===== src/hw/frp_pkg.sv =====
/*
 * Package for the flash read protection gate: protection levels, the
 * programming operation encoding, the carrier of a gating decision and the
 * protection word values.
 * Assumes a single 50 MHz clock domain and a synchronous active-low reset.
 */
package frp_pkg;

    // Protection word values stored in flash; anything else means unprotected
    localparam logic [31:0] FRP_WORD_LEVEL_ONE = 32'h12345678;
    localparam logic [31:0] FRP_WORD_LEVEL_TWO = 32'h87654321;
    localparam logic [31:0] FRP_WORD_LEVEL_THREE = 32'h43218765;

    // Sector that holds the protection word and boot vectors
    localparam logic [7:0] FRP_BOOT_SECTOR = 8'h00;
    // Cycles after reset release before the level is captured
    localparam logic [1:0] FRP_CAPTURE_DELAY = 2'h2;

    typedef enum logic [1:0]
    {
        FRP_LEVEL_NONE,
        FRP_LEVEL_ONE,
        FRP_LEVEL_TWO,
        FRP_LEVEL_THREE
    } frp_level_t;

    // Programming operation offered by a requester
    typedef enum logic [2:0]
    {
        FRP_OP_READ,
        FRP_OP_WRITE,
        FRP_OP_ERASE_SECTOR,
        FRP_OP_ERASE_ALL,
        FRP_OP_GO,
        FRP_OP_OTHER
    } frp_op_t;

    // One request to the flash from some source
    typedef struct packed
    {
        logic valid;
        frp_op_t op;
        logic [7:0] sector;
    } frp_req_t;

    // Gating answer to one request
    typedef struct packed
    {
        logic grant;
        logic refuse;
    } frp_ans_t;

endpackage : frp_pkg


===== src/hw/frp_gate.sv =====
/*
 * Flash read protection gate. Captures the protection level once after
 * reset, drives the debug, factory test and boot-mode enables, and answers
 * flash operation requests from the programming path and from user code.
 * Every decision is a pure function of the held level, so the gating is
 * fixed for the whole time between two resets and no request sequence can
 * talk it round; only the level-two erase memory adds state of its own.
 * The level register resets to level three, the safest reading, so nothing
 * is opened while the stored word is still being fetched.
 * Requests seen before the level is known get no answer at all.
 * Assumes protect_word and boot_override_pin are stable around reset release,
 * that both request ports are synchronous to clk and carry at most one
 * request per cycle each, and that requesters look for grant or refuse
 * exactly one cycle after the request.
 */
`timescale 1ns/1ns
module frp_gate
    import frp_pkg::*;
(
    input wire logic clk,
    input wire logic nrst,
    input wire logic [31:0] protect_word,
    input wire logic boot_override_pin,
    input frp_req_t isp_req,
    input frp_req_t user_req,
    output frp_level_t level,
    output logic level_valid,
    output logic jtag_enable,
    output logic factory_test_enable,
    output logic isp_boot,
    output frp_ans_t isp_ans,
    output frp_ans_t user_ans
);

    // Edges counted since reset release, until the stored word is decoded
    logic [1:0] capture_count;
    // Set once a programming-path whole-chip erase has been taken at level two
    logic full_erased;
    // High in the one cycle whose edge takes the level
    logic capture_now;
    // Level that the stored word selects, before it is held
    frp_level_t word_level;
    // A request is only taken once the level is known
    logic isp_take;
    logic user_take;
    // Verdicts on the requests now standing at the two ports
    logic isp_ok;
    logic user_ok;
    // Values the held registers take on the next edge
    logic next_jtag_enable;
    logic next_factory_test_enable;
    logic next_isp_boot;

    // Decodes the stored word into one of three levels or none
    // Any unrecognised word reads as no protection, so a blank part stays open
    function automatic frp_level_t decode_level(input logic [31:0] word);
        case (word)
            FRP_WORD_LEVEL_ONE: decode_level = FRP_LEVEL_ONE;
            FRP_WORD_LEVEL_TWO: decode_level = FRP_LEVEL_TWO;
            FRP_WORD_LEVEL_THREE: decode_level = FRP_LEVEL_THREE;
            default: decode_level = FRP_LEVEL_NONE;
        endcase
    endfunction : decode_level

    // Judges a programming-path request against the held level
    // Level one: updates away from the boot sector. Level two: erase first,
    // then update. Level three and anything unexpected: nothing at all.
    function automatic logic isp_allowed(input frp_level_t lv, input frp_req_t rq,
                                         input logic erased);
        case (lv)
            FRP_LEVEL_NONE: isp_allowed = 1'b1;
            FRP_LEVEL_ONE:
                isp_allowed = (rq.op == FRP_OP_WRITE || rq.op == FRP_OP_ERASE_SECTOR
                               || rq.op == FRP_OP_GO) && rq.sector != FRP_BOOT_SECTOR;
            FRP_LEVEL_TWO:
                isp_allowed = rq.op == FRP_OP_ERASE_ALL
                              || (erased && (rq.op == FRP_OP_WRITE || rq.op == FRP_OP_GO));
            default: isp_allowed = 1'b0;
        endcase
    endfunction : isp_allowed

    // Judges a user-code request; user code keeps its own update path at
    // every level, so only the mass erase under level one is turned away
    function automatic logic user_allowed(input frp_level_t lv, input frp_req_t rq);
        case (lv)
            FRP_LEVEL_ONE: user_allowed = rq.op != FRP_OP_ERASE_ALL;
            default: user_allowed = 1'b1;
        endcase
    endfunction : user_allowed

    // Debug port opens only when no protection is set at all
    function automatic logic debug_open(input frp_level_t lv);
        case (lv)
            FRP_LEVEL_NONE: debug_open = 1'b1;
            FRP_LEVEL_ONE: debug_open = 1'b0;
            FRP_LEVEL_TWO: debug_open = 1'b0;
            default: debug_open = 1'b0;
        endcase
    endfunction : debug_open

    // Factory test stays possible below level three; level three is one-way
    function automatic logic test_open(input frp_level_t lv);
        case (lv)
            FRP_LEVEL_THREE: test_open = 1'b0;
            default: test_open = 1'b1;
        endcase
    endfunction : test_open

    // Boot pin is honoured below level three; at level three it is ignored outright
    function automatic logic boot_honoured(input frp_level_t lv, input logic pin_level);
        case (lv)
            FRP_LEVEL_THREE: boot_honoured = 1'b0;
            default: boot_honoured = !pin_level;
        endcase
    endfunction : boot_honoured

    // Pure decoding of the held state and the ports; everything is registered
    // below, so no answer or enable ever glitches at an output
    always_comb
    begin
        capture_now = !level_valid && capture_count == FRP_CAPTURE_DELAY;
        word_level = decode_level(protect_word);
        isp_take = level_valid && isp_req.valid;
        user_take = level_valid && user_req.valid;
        isp_ok = isp_allowed(level, isp_req, full_erased);
        user_ok = user_allowed(level, user_req);
        next_jtag_enable = level_valid && debug_open(level);
        next_factory_test_enable = level_valid && test_open(level);
        next_isp_boot = boot_honoured(word_level, boot_override_pin);
    end

    // Edge counter after release; the stored word may still be settling on the
    // first edges, so it is read only a fixed delay later
    always_ff @(posedge clk)
    begin
        if (!nrst)
        begin
            capture_count <= 2'h0;
        end
        else if (!level_valid && !capture_now)
        begin
            capture_count <= capture_count + 2'h1;
        end
    end

    // Level is taken once and then frozen until the next reset, so gating cannot drift
    always_ff @(posedge clk)
    begin
        if (!nrst)
        begin
            level_valid <= 1'b0;
            level <= FRP_LEVEL_THREE; // Safest value until the word is read
            isp_boot <= 1'b0;
        end
        else if (capture_now)
        begin
            level_valid <= 1'b1;
            level <= word_level;
            isp_boot <= next_isp_boot;
        end
    end

    // Debug and test enables follow the held level, one cycle behind it.
    // Both stay low during capture, so the debug port never opens on the
    // reset value of the level, not even for a cycle.
    always_ff @(posedge clk)
    begin
        if (!nrst)
        begin
            jtag_enable <= 1'b0;
            factory_test_enable <= 1'b0;
        end
        else
        begin
            jtag_enable <= next_jtag_enable;
            factory_test_enable <= next_factory_test_enable;
        end
    end

    // Level two remembers that a programming-path whole-chip erase has been performed.
    // Only a taken request counts; an erase offered before capture is not
    // remembered, and only a reset forgets it again.
    always_ff @(posedge clk)
    begin
        if (!nrst)
        begin
            full_erased <= 1'b0;
        end
        else if (isp_take && isp_req.op == FRP_OP_ERASE_ALL && level == FRP_LEVEL_TWO)
        begin
            full_erased <= 1'b1;
        end
    end

    // Programming-path answers, registered on the taking edge. Exactly one of
    // grant and refuse pulses per taken request, so a host never has to time out.
    always_ff @(posedge clk)
    begin
        if (!nrst)
        begin
            isp_ans <= '0;
        end
        else
        begin
            isp_ans.grant <= isp_take && isp_ok;
            isp_ans.refuse <= isp_take && !isp_ok;
        end
    end

    // User-code answers; only a mass erase under level one is turned away, since
    // user code must keep its own update path even at level three.
    always_ff @(posedge clk)
    begin
        if (!nrst)
        begin
            user_ans <= '0;
        end
        else
        begin
            user_ans.grant <= user_take && user_ok;
            user_ans.refuse <= user_take && !user_ok;
        end
    end

endmodule : frp_gate


===== config.mk =====
export PLATFORM = sky130hd
export DESIGN_NAME = frp_gate
export DESIGN_NICKNAME = d
export VERILOG_FILES = /design/src/hw/frp_pkg.sv /design/src/hw/frp_gate.sv
export SDC_FILE = /design/constraint.sdc
export NUM_CORES = 1
export LEC_CHECK = 0
export ABC_AREA = 1
export BUFFER_PORTS_ARGS = -buffer_cell sky130_fd_sc_hd__buf_4
export CORE_MARGIN = 2
export CORE_UTILIZATION = 39
export DETAILED_ROUTE_END_ITERATION = 8
export PLACE_DENSITY = 0.88
export SYNTH_ARGS = -nofsm -noshare
export SYNTH_HDL_FRONTEND = slang
export SYNTH_SLANG_ARGS = --single-unit
export TNS_END_PERCENT = 1

===== constraint.sdc =====
create_clock -name clk -period 1.64 [get_ports clk]
set_input_delay 0.246 -clock clk [delete_from_list [all_inputs] [get_ports clk]]
set_output_delay 0.246 -clock clk [all_outputs]
set_load 0.01 [all_outputs]

==> results of run 1 <==
[power by group]
group          leakage [nW]  switching (mW)  internal (mW)
Clock                0.0150          0.0980         0.0943
Combinational         0.676           0.184          0.191
Sequential            0.106          0.0493          0.369
[sequential cells by signal (all words and copies together) (netlist names), 2 cells and up]
| register | cells |
|---|---|
| isp_ans | 2 |
| user_ans | 2 |
| capture_count | 2 |
| level | 2 |
[layout make-up]
cell class | instances | area (um2) | share of cell area, %
clock buffer | 4 | 26.3 | 1.76
inverter | 35 | 131 | 8.81
multi-input combinational | 138 | 586 | 39.3
sequential | 13 | 260 | 17.4
tap | 30 | 37.5 | 2.52
timing repair buffer | 60 | 450 | 30.2
[per-stage QoR]
stage | cell area [um2] | total power, mW | util (%)
3_3_place_gp | 1470 | 0.789 | 60.2
4_1_cts | 1490 | 1.00 | 61.3
3_5_place_dp | 1470 | 0.804 | 60.2
5_1_grt | 1490 | 1.08 | 61.3
2_1_floorplan | 977 | 0.607 | -
6_report | 1490 | 0.985 | 61.3
[layer usage]
layer  global-route usage, %  share of wire (%)  vias to the layer above
met5                       0                  0                        -
met4                    5.00                1.3                        0
met3                    2.78                6.0                        4
met2                    30.3                 48                       34
met1                    20.9                 45                      524
li1                        -                  -                      684
[synthesized netlist by cell type]
master / instances / area share [%]
sky130_fd_sc_hd__nand3_1: 13 / 6.7
sky130_fd_sc_hd__dfxtp_1: 13 / 27
sky130_fd_sc_hd__nand2_1: 57 / 22
sky130_fd_sc_hd__nor3b_1: 1 / 0.77
sky130_fd_sc_hd__clkinv_1: 1 / 0.38
sky130_fd_sc_hd__ha_1: 1 / 1.3
sky130_fd_sc_hd__nand3b_1: 1 / 0.77
sky130_fd_sc_hd__o21ai_1: 2 / 1.0
sky130_fd_sc_hd__o21a_1: 1 / 0.77
sky130_fd_sc_hd__nor2_4: 1 / 1.2
sky130_fd_sc_hd__nand4_1: 1 / 0.64
sky130_fd_sc_hd__a21oi_1: 6 / 3.1
sky130_fd_sc_hd__inv_2: 3 / 1.2
sky130_fd_sc_hd__nor2_1: 48 / 18
sky130_fd_sc_hd__o21ai_0: 1 / 0.51
sky130_fd_sc_hd__nor3_1: 2 / 1.0
sky130_fd_sc_hd__inv_1: 31 / 12
sky130_fd_sc_hd__nor2_2: 3 / 1.9
[kinds of logic (layout without fill, tap and decap cells)]
logic type / Yosys count / in the layout
DFF: 13 / 13
adders and majority gates: 1 / 1
buffers and inverters: 35 / 99
AOI/OAI and AO/OA: 10 / 10
and+or+nand+nor: 127 / 127
[worst max-delay path: cells and delay by family (launching register included)]
kind | cells | cell delay (ns)
compound gates | 2 | 0.21
fa+ha+maj | 1 | 0.20
buf+inv | 1 | 0.05
flops | 1 | 0.35
simple gates | 1 | 0.22
[path summary, 6_finish.rpt]
check / start / endpoint / slack [ns] / cells past startpoint
setup / recovery: capture_count[0] / capture_count[0] / 0.51 / 5
hold / removal: nrst / level[1] / 0.20 / 2
setup reg to reg: capture_count[0] / capture_count[0] / 0.51 / 5
hold reg to reg: full_erased / full_erased / 0.46 / 2
==> impl_metrics.prom, run 1 <==
# TYPE chip_impl_metric gauge
chip_impl_metric{name="p_leak",unit="nW"} 0.797
chip_impl_metric{name="globalRoute.totalOverflow",unit=""} 0
chip_impl_metric{name="die_width",unit="um"} 54.1
chip_impl_metric{name="number_of_global_route_vias_before_repair",unit=""} 1015
chip_impl_metric{name="rows",unit=""} 18
chip_impl_metric{name="detailed_route_wl",unit="mm"} 2.29
chip_impl_metric{name="clock-sinks",unit=""} 13
chip_impl_metric{name="period_needed",unit="ns"} 1.13
chip_impl_metric{name="fin_worst_hold_slack",unit="ns"} 0.197
chip_impl_metric{name="synth.avg_cell_area",unit="um2"} 5.25
chip_impl_info{name="rsz0062_at_grt",value="no"} 1
chip_impl_info{name="critical_path.startpoint_type",value="register"} 1
chip_impl_metric{name="max_stage_delay",unit="ns"} 0.35
chip_impl_metric{name="grt_pass1_wl",unit="mm"} 3.75
chip_impl_metric{name="postSynthCellCount",unit=""} 186
chip_impl_metric{name="post_synth_net_total",unit=""} 246
chip_impl_metric{name="area_growth_syn_to_fin",unit="%"} 52.6
chip_impl_metric{name="portBuffers",unit=""} 60
chip_impl_metric{name="critical_path_required",unit="ns"} 1.81
chip_impl_info{name="cts-root-buf",value="sky130_fd_sc_hd__clkbuf_4"} 1
chip_impl_metric{name="critical_path_peak_fanout",unit=""} 5
chip_impl_metric{name="drt_first_iter_violations",unit=""} 10
chip_impl_metric{name="synth-adder-area-share",unit="%"} 1.28
chip_impl_metric{name="min_period_over_period",unit="%"} 69.0
chip_impl_metric{name="antenna_cells_inserted",unit=""} 0
chip_impl_metric{name="gp_routability_congestion",unit=""} 0.813
chip_impl_metric{name="xor_and_xnor_fraction_of_the_mapped_netlist_area",unit="%"} 0
chip_impl_metric{name="clk_latency",unit="ns"} 0.27
chip_impl_metric{name="start_util",unit="%"} 40.2
chip_impl_metric{name="synth-simple-area-share",unit="%"} 53.3
chip_impl_metric{name="multiplexer_fraction_of_the_synthesized_cell_area",unit="%"} 0
chip_impl_metric{name="post_cts.repair.setup_buffers",unit=""} 0
chip_impl_info{name="final_common_cell",value="sky130_fd_sc_hd__buf_4"} 1
chip_impl_info{name="critPathCaptureType",value="register"} 1
chip_impl_metric{name="slew-limit-headroom",unit="%"} 83.0
chip_impl_metric{name="ys_types",unit=""} 18
chip_impl_metric{name="drcViolationCount",unit=""} 0
chip_impl_info{name="hold_class",value="in2reg"} 1
chip_impl_metric{name="tritoncts.num_buffers",unit=""} 3
chip_impl_metric{name="worst_ep_arrival_time",unit="ns"} 1.31
chip_impl_metric{name="vdd_ir_max",unit="mV"} 0.470
chip_impl_metric{name="vias_per_cell",unit=""} 4.45
chip_impl_metric{name="worst_setup_hold_path_clk_slew",unit="ns"} 0.07
chip_impl_metric{name="fin_nets",unit=""} 311
chip_impl_metric{name="finalSetupViolCount",unit=""} 0
chip_impl_info{name="crit_slowest_cell",value="sky130_fd_sc_hd__dfxtp_1"} 1
chip_impl_metric{name="synth-compound-area-share",unit="%"} 5.38
chip_impl_metric{name="post_route_setup_tns",unit="ns"} 0
chip_impl_metric{name="seq_area_frac_synth",unit="%"} 26.6
chip_impl_info{name="clock_tree_from_tritoncts",value="built"} 1
chip_impl_metric{name="die_area",unit="um2"} 2920
chip_impl_metric{name="final_cells",unit=""} 280
chip_impl_metric{name="grt_max_degree",unit=""} 8
chip_impl_info{name="largest_family_of_logic_cells_by_synthesized_area",value="simple AND/OR/NAND/NOR gates"} 1
chip_impl_metric{name="hold_viol_final",unit=""} 0
chip_impl_metric{name="vias",unit=""} 1246
chip_impl_metric{name="dr.pass1.iters",unit=""} 4
chip_impl_metric{name="pre_cts_slack",unit="ns"} 0.508
chip_impl_info{name="worstSetupPathType",value="reg2reg"} 1
chip_impl_metric{name="antenna_found_initial",unit=""} 0
chip_impl_metric{name="detail_route.wl_per_cell",unit="um"} 8.18
chip_impl_metric{name="die_h",unit="um"} 54.1
chip_impl_metric{name="transition_time_at_the_pin_with_the_least_slew_margin",unit="ns"} 0.254
chip_impl_info{name="final_cell_mix",value="sky130_fd_sc_hd__buf_4 (60), sky130_fd_sc_hd__nand2_1 (57), sky130_fd_sc_hd__nor2_1 (48)"} 1
chip_impl_metric{name="power_per_cell_area",unit="nW/um2"} 661
chip_impl_metric{name="overall_fraction_of_global_route_tracks_in_use",unit="%"} 17.0
chip_impl_metric{name="max_cap_viol_count",unit=""} 0
chip_impl_metric{name="cts_hold_buf",unit=""} 0
chip_impl_metric{name="dp.final_hpwl",unit="mm"} 1.99
chip_impl_metric{name="drv_slew",unit=""} 0
chip_impl_metric{name="cts-htree-levels",unit=""} 1
chip_impl_metric{name="numPlacedInstances",unit=""} 276
chip_impl_info{name="worstPathCellList",value="inv_1 -> ha_1 -> nor2_1 -> a21oi_1 -> o21a_1"} 1
chip_impl_metric{name="drive_gt1_share",unit="%"} 28.0
chip_impl_metric{name="synth.ff_latch_count",unit=""} 13
chip_impl_metric{name="synthesis.yosys.warnings",unit=""} 0
chip_impl_metric{name="layout.filler_cells",unit=""} 243
chip_impl_metric{name="cell_area_synth",unit="um2"} 977
chip_impl_metric{name="max-clock-path-buffers",unit=""} 2
chip_impl_metric{name="design.core.area",unit="um2"} 2430
chip_impl_metric{name="max_freq",unit="MHz"} 884
chip_impl_metric{name="final.setup_skew",unit="ns"} 0.00279
chip_impl_metric{name="post_cts_resize_count",unit=""} 0
chip_impl_metric{name="boundaryPins",unit=""} 69
chip_impl_metric{name="fin_ws",unit="ns"} 0.509
chip_impl_metric{name="antenna_violating_nets_post_route",unit=""} 0
chip_impl_info{name="result_of_the_run",value="finished clean"} 1
Note: power is estimated with default switching activity, not from simulation.
==> run 2: changes to the inputs <==
Settings changed: CORE_UTILIZATION 39 to 36, PLACE_DENSITY 0.88 to 0.86.
Clock period 1.64 ns to 1 ns, I/O delays scaled along.
==> run 2 against run 1 <==
The flow now finishes with violations (negative setup slack); global-route usage fell by 0.67 points; first-iteration DRC count rose to 4.4 times the previous value; largest cell class unchanged; critical path type unchanged; hold slack got worse by 0.086 ns; utilization rose by 1.5 points; die area rose by 7.7%; setup slack got worse by 0.59 ns; final area rose by 6.2%; clock skew rose by 0.0037 ns; via count rose by 1.9%; register-to-register slack got worse by 0.59 ns; critical path depth rose by 1; sequential cell count did not move.
==> impl_metrics.prom, run 2 (synthesized netlist as in run 1, its figures left out) <==
# TYPE chip_impl_metric gauge
chip_impl_info{name="result_of_the_run",value="finished, violations left"} 1
chip_impl_info{name="violations",value="negative setup slack"} 1
chip_impl_metric{name="detailed_route_wl",unit="mm"} 2.51
chip_impl_metric{name="layout.core_utilization",unit="%"} 62.8
chip_impl_metric{name="drcViolationCount",unit=""} 0
chip_impl_metric{name="clock-sinks",unit=""} 13
chip_impl_metric{name="cts_hold_buf",unit=""} 0
chip_impl_metric{name="fin_worst_hold_slack",unit="ns"} 0.112
chip_impl_metric{name="r2r_cells",unit=""} 6
chip_impl_metric{name="vias",unit=""} 1270
chip_impl_info{name="critPathCaptureType",value="register"} 1
chip_impl_metric{name="max_cap_viol_count",unit=""} 0
chip_impl_metric{name="critical_path_required",unit="ns"} 1.18
chip_impl_metric{name="max-clock-path-buffers",unit=""} 2
chip_impl_metric{name="design.core.area",unit="um2"} 2520
chip_impl_metric{name="rows",unit=""} 18
chip_impl_metric{name="overall_fraction_of_global_route_tracks_in_use",unit="%"} 16.4
chip_impl_metric{name="vias_per_cell",unit=""} 4.44
chip_impl_info{name="clock_tree_from_tritoncts",value="built"} 1
chip_impl_info{name="rsz0062_at_grt",value="yes"} 1
chip_impl_metric{name="grt_pass1_wl",unit="mm"} 4.28
chip_impl_metric{name="antenna_cells_inserted",unit=""} 0
chip_impl_metric{name="dr.pass1.iters",unit=""} 4
chip_impl_metric{name="transition_time_at_the_pin_with_the_least_slew_margin",unit="ns"} 0.171
chip_impl_metric{name="final.setup_skew",unit="ns"} 0.00650
chip_impl_metric{name="dp.final_hpwl",unit="mm"} 2.08
chip_impl_metric{name="cts-htree-levels",unit=""} 1
chip_impl_metric{name="antenna_violating_nets_post_route",unit=""} 0
chip_impl_metric{name="drv_slew",unit=""} 0
chip_impl_metric{name="portBuffers",unit=""} 60
chip_impl_metric{name="number_of_global_route_vias_before_repair",unit=""} 1091
chip_impl_info{name="final_common_cell",value="sky130_fd_sc_hd__buf_4"} 1
chip_impl_metric{name="post_route_setup_tns",unit="ns"} -0.312
chip_impl_info{name="crit_path_start",value="capture_count[0]"} 1
chip_impl_metric{name="p_leak",unit="nW"} 0.832
chip_impl_metric{name="drive_gt1_share",unit="%"} 33.6
chip_impl_metric{name="worst_ep_arrival_time",unit="ns"} 1.25
chip_impl_metric{name="hold_viol_final",unit=""} 0
chip_impl_info{name="cts-root-buf",value="sky130_fd_sc_hd__clkbuf_4"} 1
chip_impl_metric{name="fin_ws",unit="ns"} -0.0794
chip_impl_metric{name="vdd_ir_max",unit="mV"} 1.28
chip_impl_metric{name="gp_routability_congestion",unit=""} 0.773
chip_impl_metric{name="detail_route.wl_per_cell",unit="um"} 8.79
chip_impl_metric{name="antenna_found_initial",unit=""} 0
chip_impl_info{name="hold_class",value="in2reg"} 1
chip_impl_metric{name="die_width",unit="um"} 56.1
chip_impl_metric{name="drt_first_iter_violations",unit=""} 44
chip_impl_metric{name="die_h",unit="um"} 56.1
chip_impl_metric{name="fin_nets",unit=""} 317
chip_impl_metric{name="die_area",unit="um2"} 3150
chip_impl_metric{name="power_per_cell_area",unit="nW/um2"} 1210
chip_impl_info{name="worst_r2r_startpoint",value="capture_count[0]"} 1
chip_impl_metric{name="min_period_over_period",unit="%"} 108
chip_impl_info{name="crit-reg2reg-capture",value="capture_count[0]"} 1
chip_impl_metric{name="grt_max_degree",unit=""} 8
chip_impl_info{name="final_cell_mix",value="sky130_fd_sc_hd__buf_4 (63), sky130_fd_sc_hd__nand2_1 (57), sky130_fd_sc_hd__nor2_1 (47)"} 1
chip_impl_metric{name="clk_latency",unit="ns"} 0.28
chip_impl_info{name="critical_path.startpoint_type",value="register"} 1
chip_impl_info{name="critical_path.endpoint",value="capture_count[0]"} 1
chip_impl_metric{name="boundaryPins",unit=""} 69
chip_impl_metric{name="slew-limit-headroom",unit="%"} 88.6
chip_impl_metric{name="period_needed",unit="ns"} 1.08
chip_impl_metric{name="worst_setup_hold_path_clk_slew",unit="ns"} 0.08
chip_impl_metric{name="setup_slack_of_the_worst_register_to_register_path",unit="ns"} -0.08
chip_impl_metric{name="tritoncts.num_buffers",unit=""} 3
chip_impl_metric{name="globalRoute.totalOverflow",unit=""} 0
chip_impl_metric{name="area_growth_syn_to_fin",unit="%"} 62.1
chip_impl_metric{name="pre_cts_slack",unit="ns"} -0.135
chip_impl_metric{name="finalSetupViolCount",unit=""} 7
chip_impl_info{name="worstSetupPathType",value="reg2reg"} 1
chip_impl_metric{name="start_util",unit="%"} 38.7
chip_impl_metric{name="critical_path_peak_fanout",unit=""} 5
chip_impl_metric{name="max_freq",unit="MHz"} 926
run 2: cell count changes in the layout (fill, tap and decap cells not counted), sizes merged:
cell  change
buf       +6
run 2: what timing repair did:
item | CTS | global route
gates resized for setup | 14 | 3
setup buffers | 2 | 0
pin swaps | 5 | 2
endpoints found under the setup margin | 9 | 9
run 2: through the flow:
stage                     instances  cell area, um2  power (mW)
final                           286            1580        1.91
after global routing            286            1580        2.06
after CTS                       286            1580        1.89
after detailed placement        280            1500        1.42
after global placement          280            1500        1.40
after floorplan                 186             980        1.01
run 2: layout make-up:
type	instances	area, um2
inverter	35	131
multi-input combinational	138	614
timing repair buffer	66	507
tap	30	37.5
sequential	13	268
clock buffer	4	26.3
fill	244	938
run 2: where the power goes:
group | internal, mW | total (mW) | switching [mW]
Sequential | 0.622 | 0.703 | 0.0816
Clock | 0.155 | 0.319 | 0.164
Combinational | 0.485 | 0.891 | 0.406
Total | 1.26 | 1.91 | 0.652
run 2: per-layer routing:
layer | GRT usage (%) | vias to the layer above | share of wire [%]
li1 | - | 695 | -
met1 | 19.6 | 536 | 43
met2 | 29.1 | 35 | 50
met3 | 3.26 | 4 | 4.8
met4 | 5.10 | 0 | 1.3
met5 | 0 | - | 0
run 2: critical path, stage by stage, from the launching register on:
cell                      delay [ns]
sky130_fd_sc_hd__dfxtp_2        0.34
sky130_fd_sc_hd__inv_2          0.04
sky130_fd_sc_hd__ha_4           0.15
sky130_fd_sc_hd__buf_4          0.13
sky130_fd_sc_hd__nor2_4         0.12
sky130_fd_sc_hd__a21oi_1        0.08
sky130_fd_sc_hd__o21a_1         0.10
run 2: worst min-delay path by stage:
stage               depth (start not counted)  slack, ns        to  from
floorplan                                   1       0.23  level[1]  nrst
global placement                            2       0.38  level[1]  nrst
detailed placement                          2       0.40  level[1]  nrst
CTS                                         2        0.1  level[1]  nrst
global route                                2       0.09  level[1]  nrst
finish                                      2       0.11  level[1]  nrst
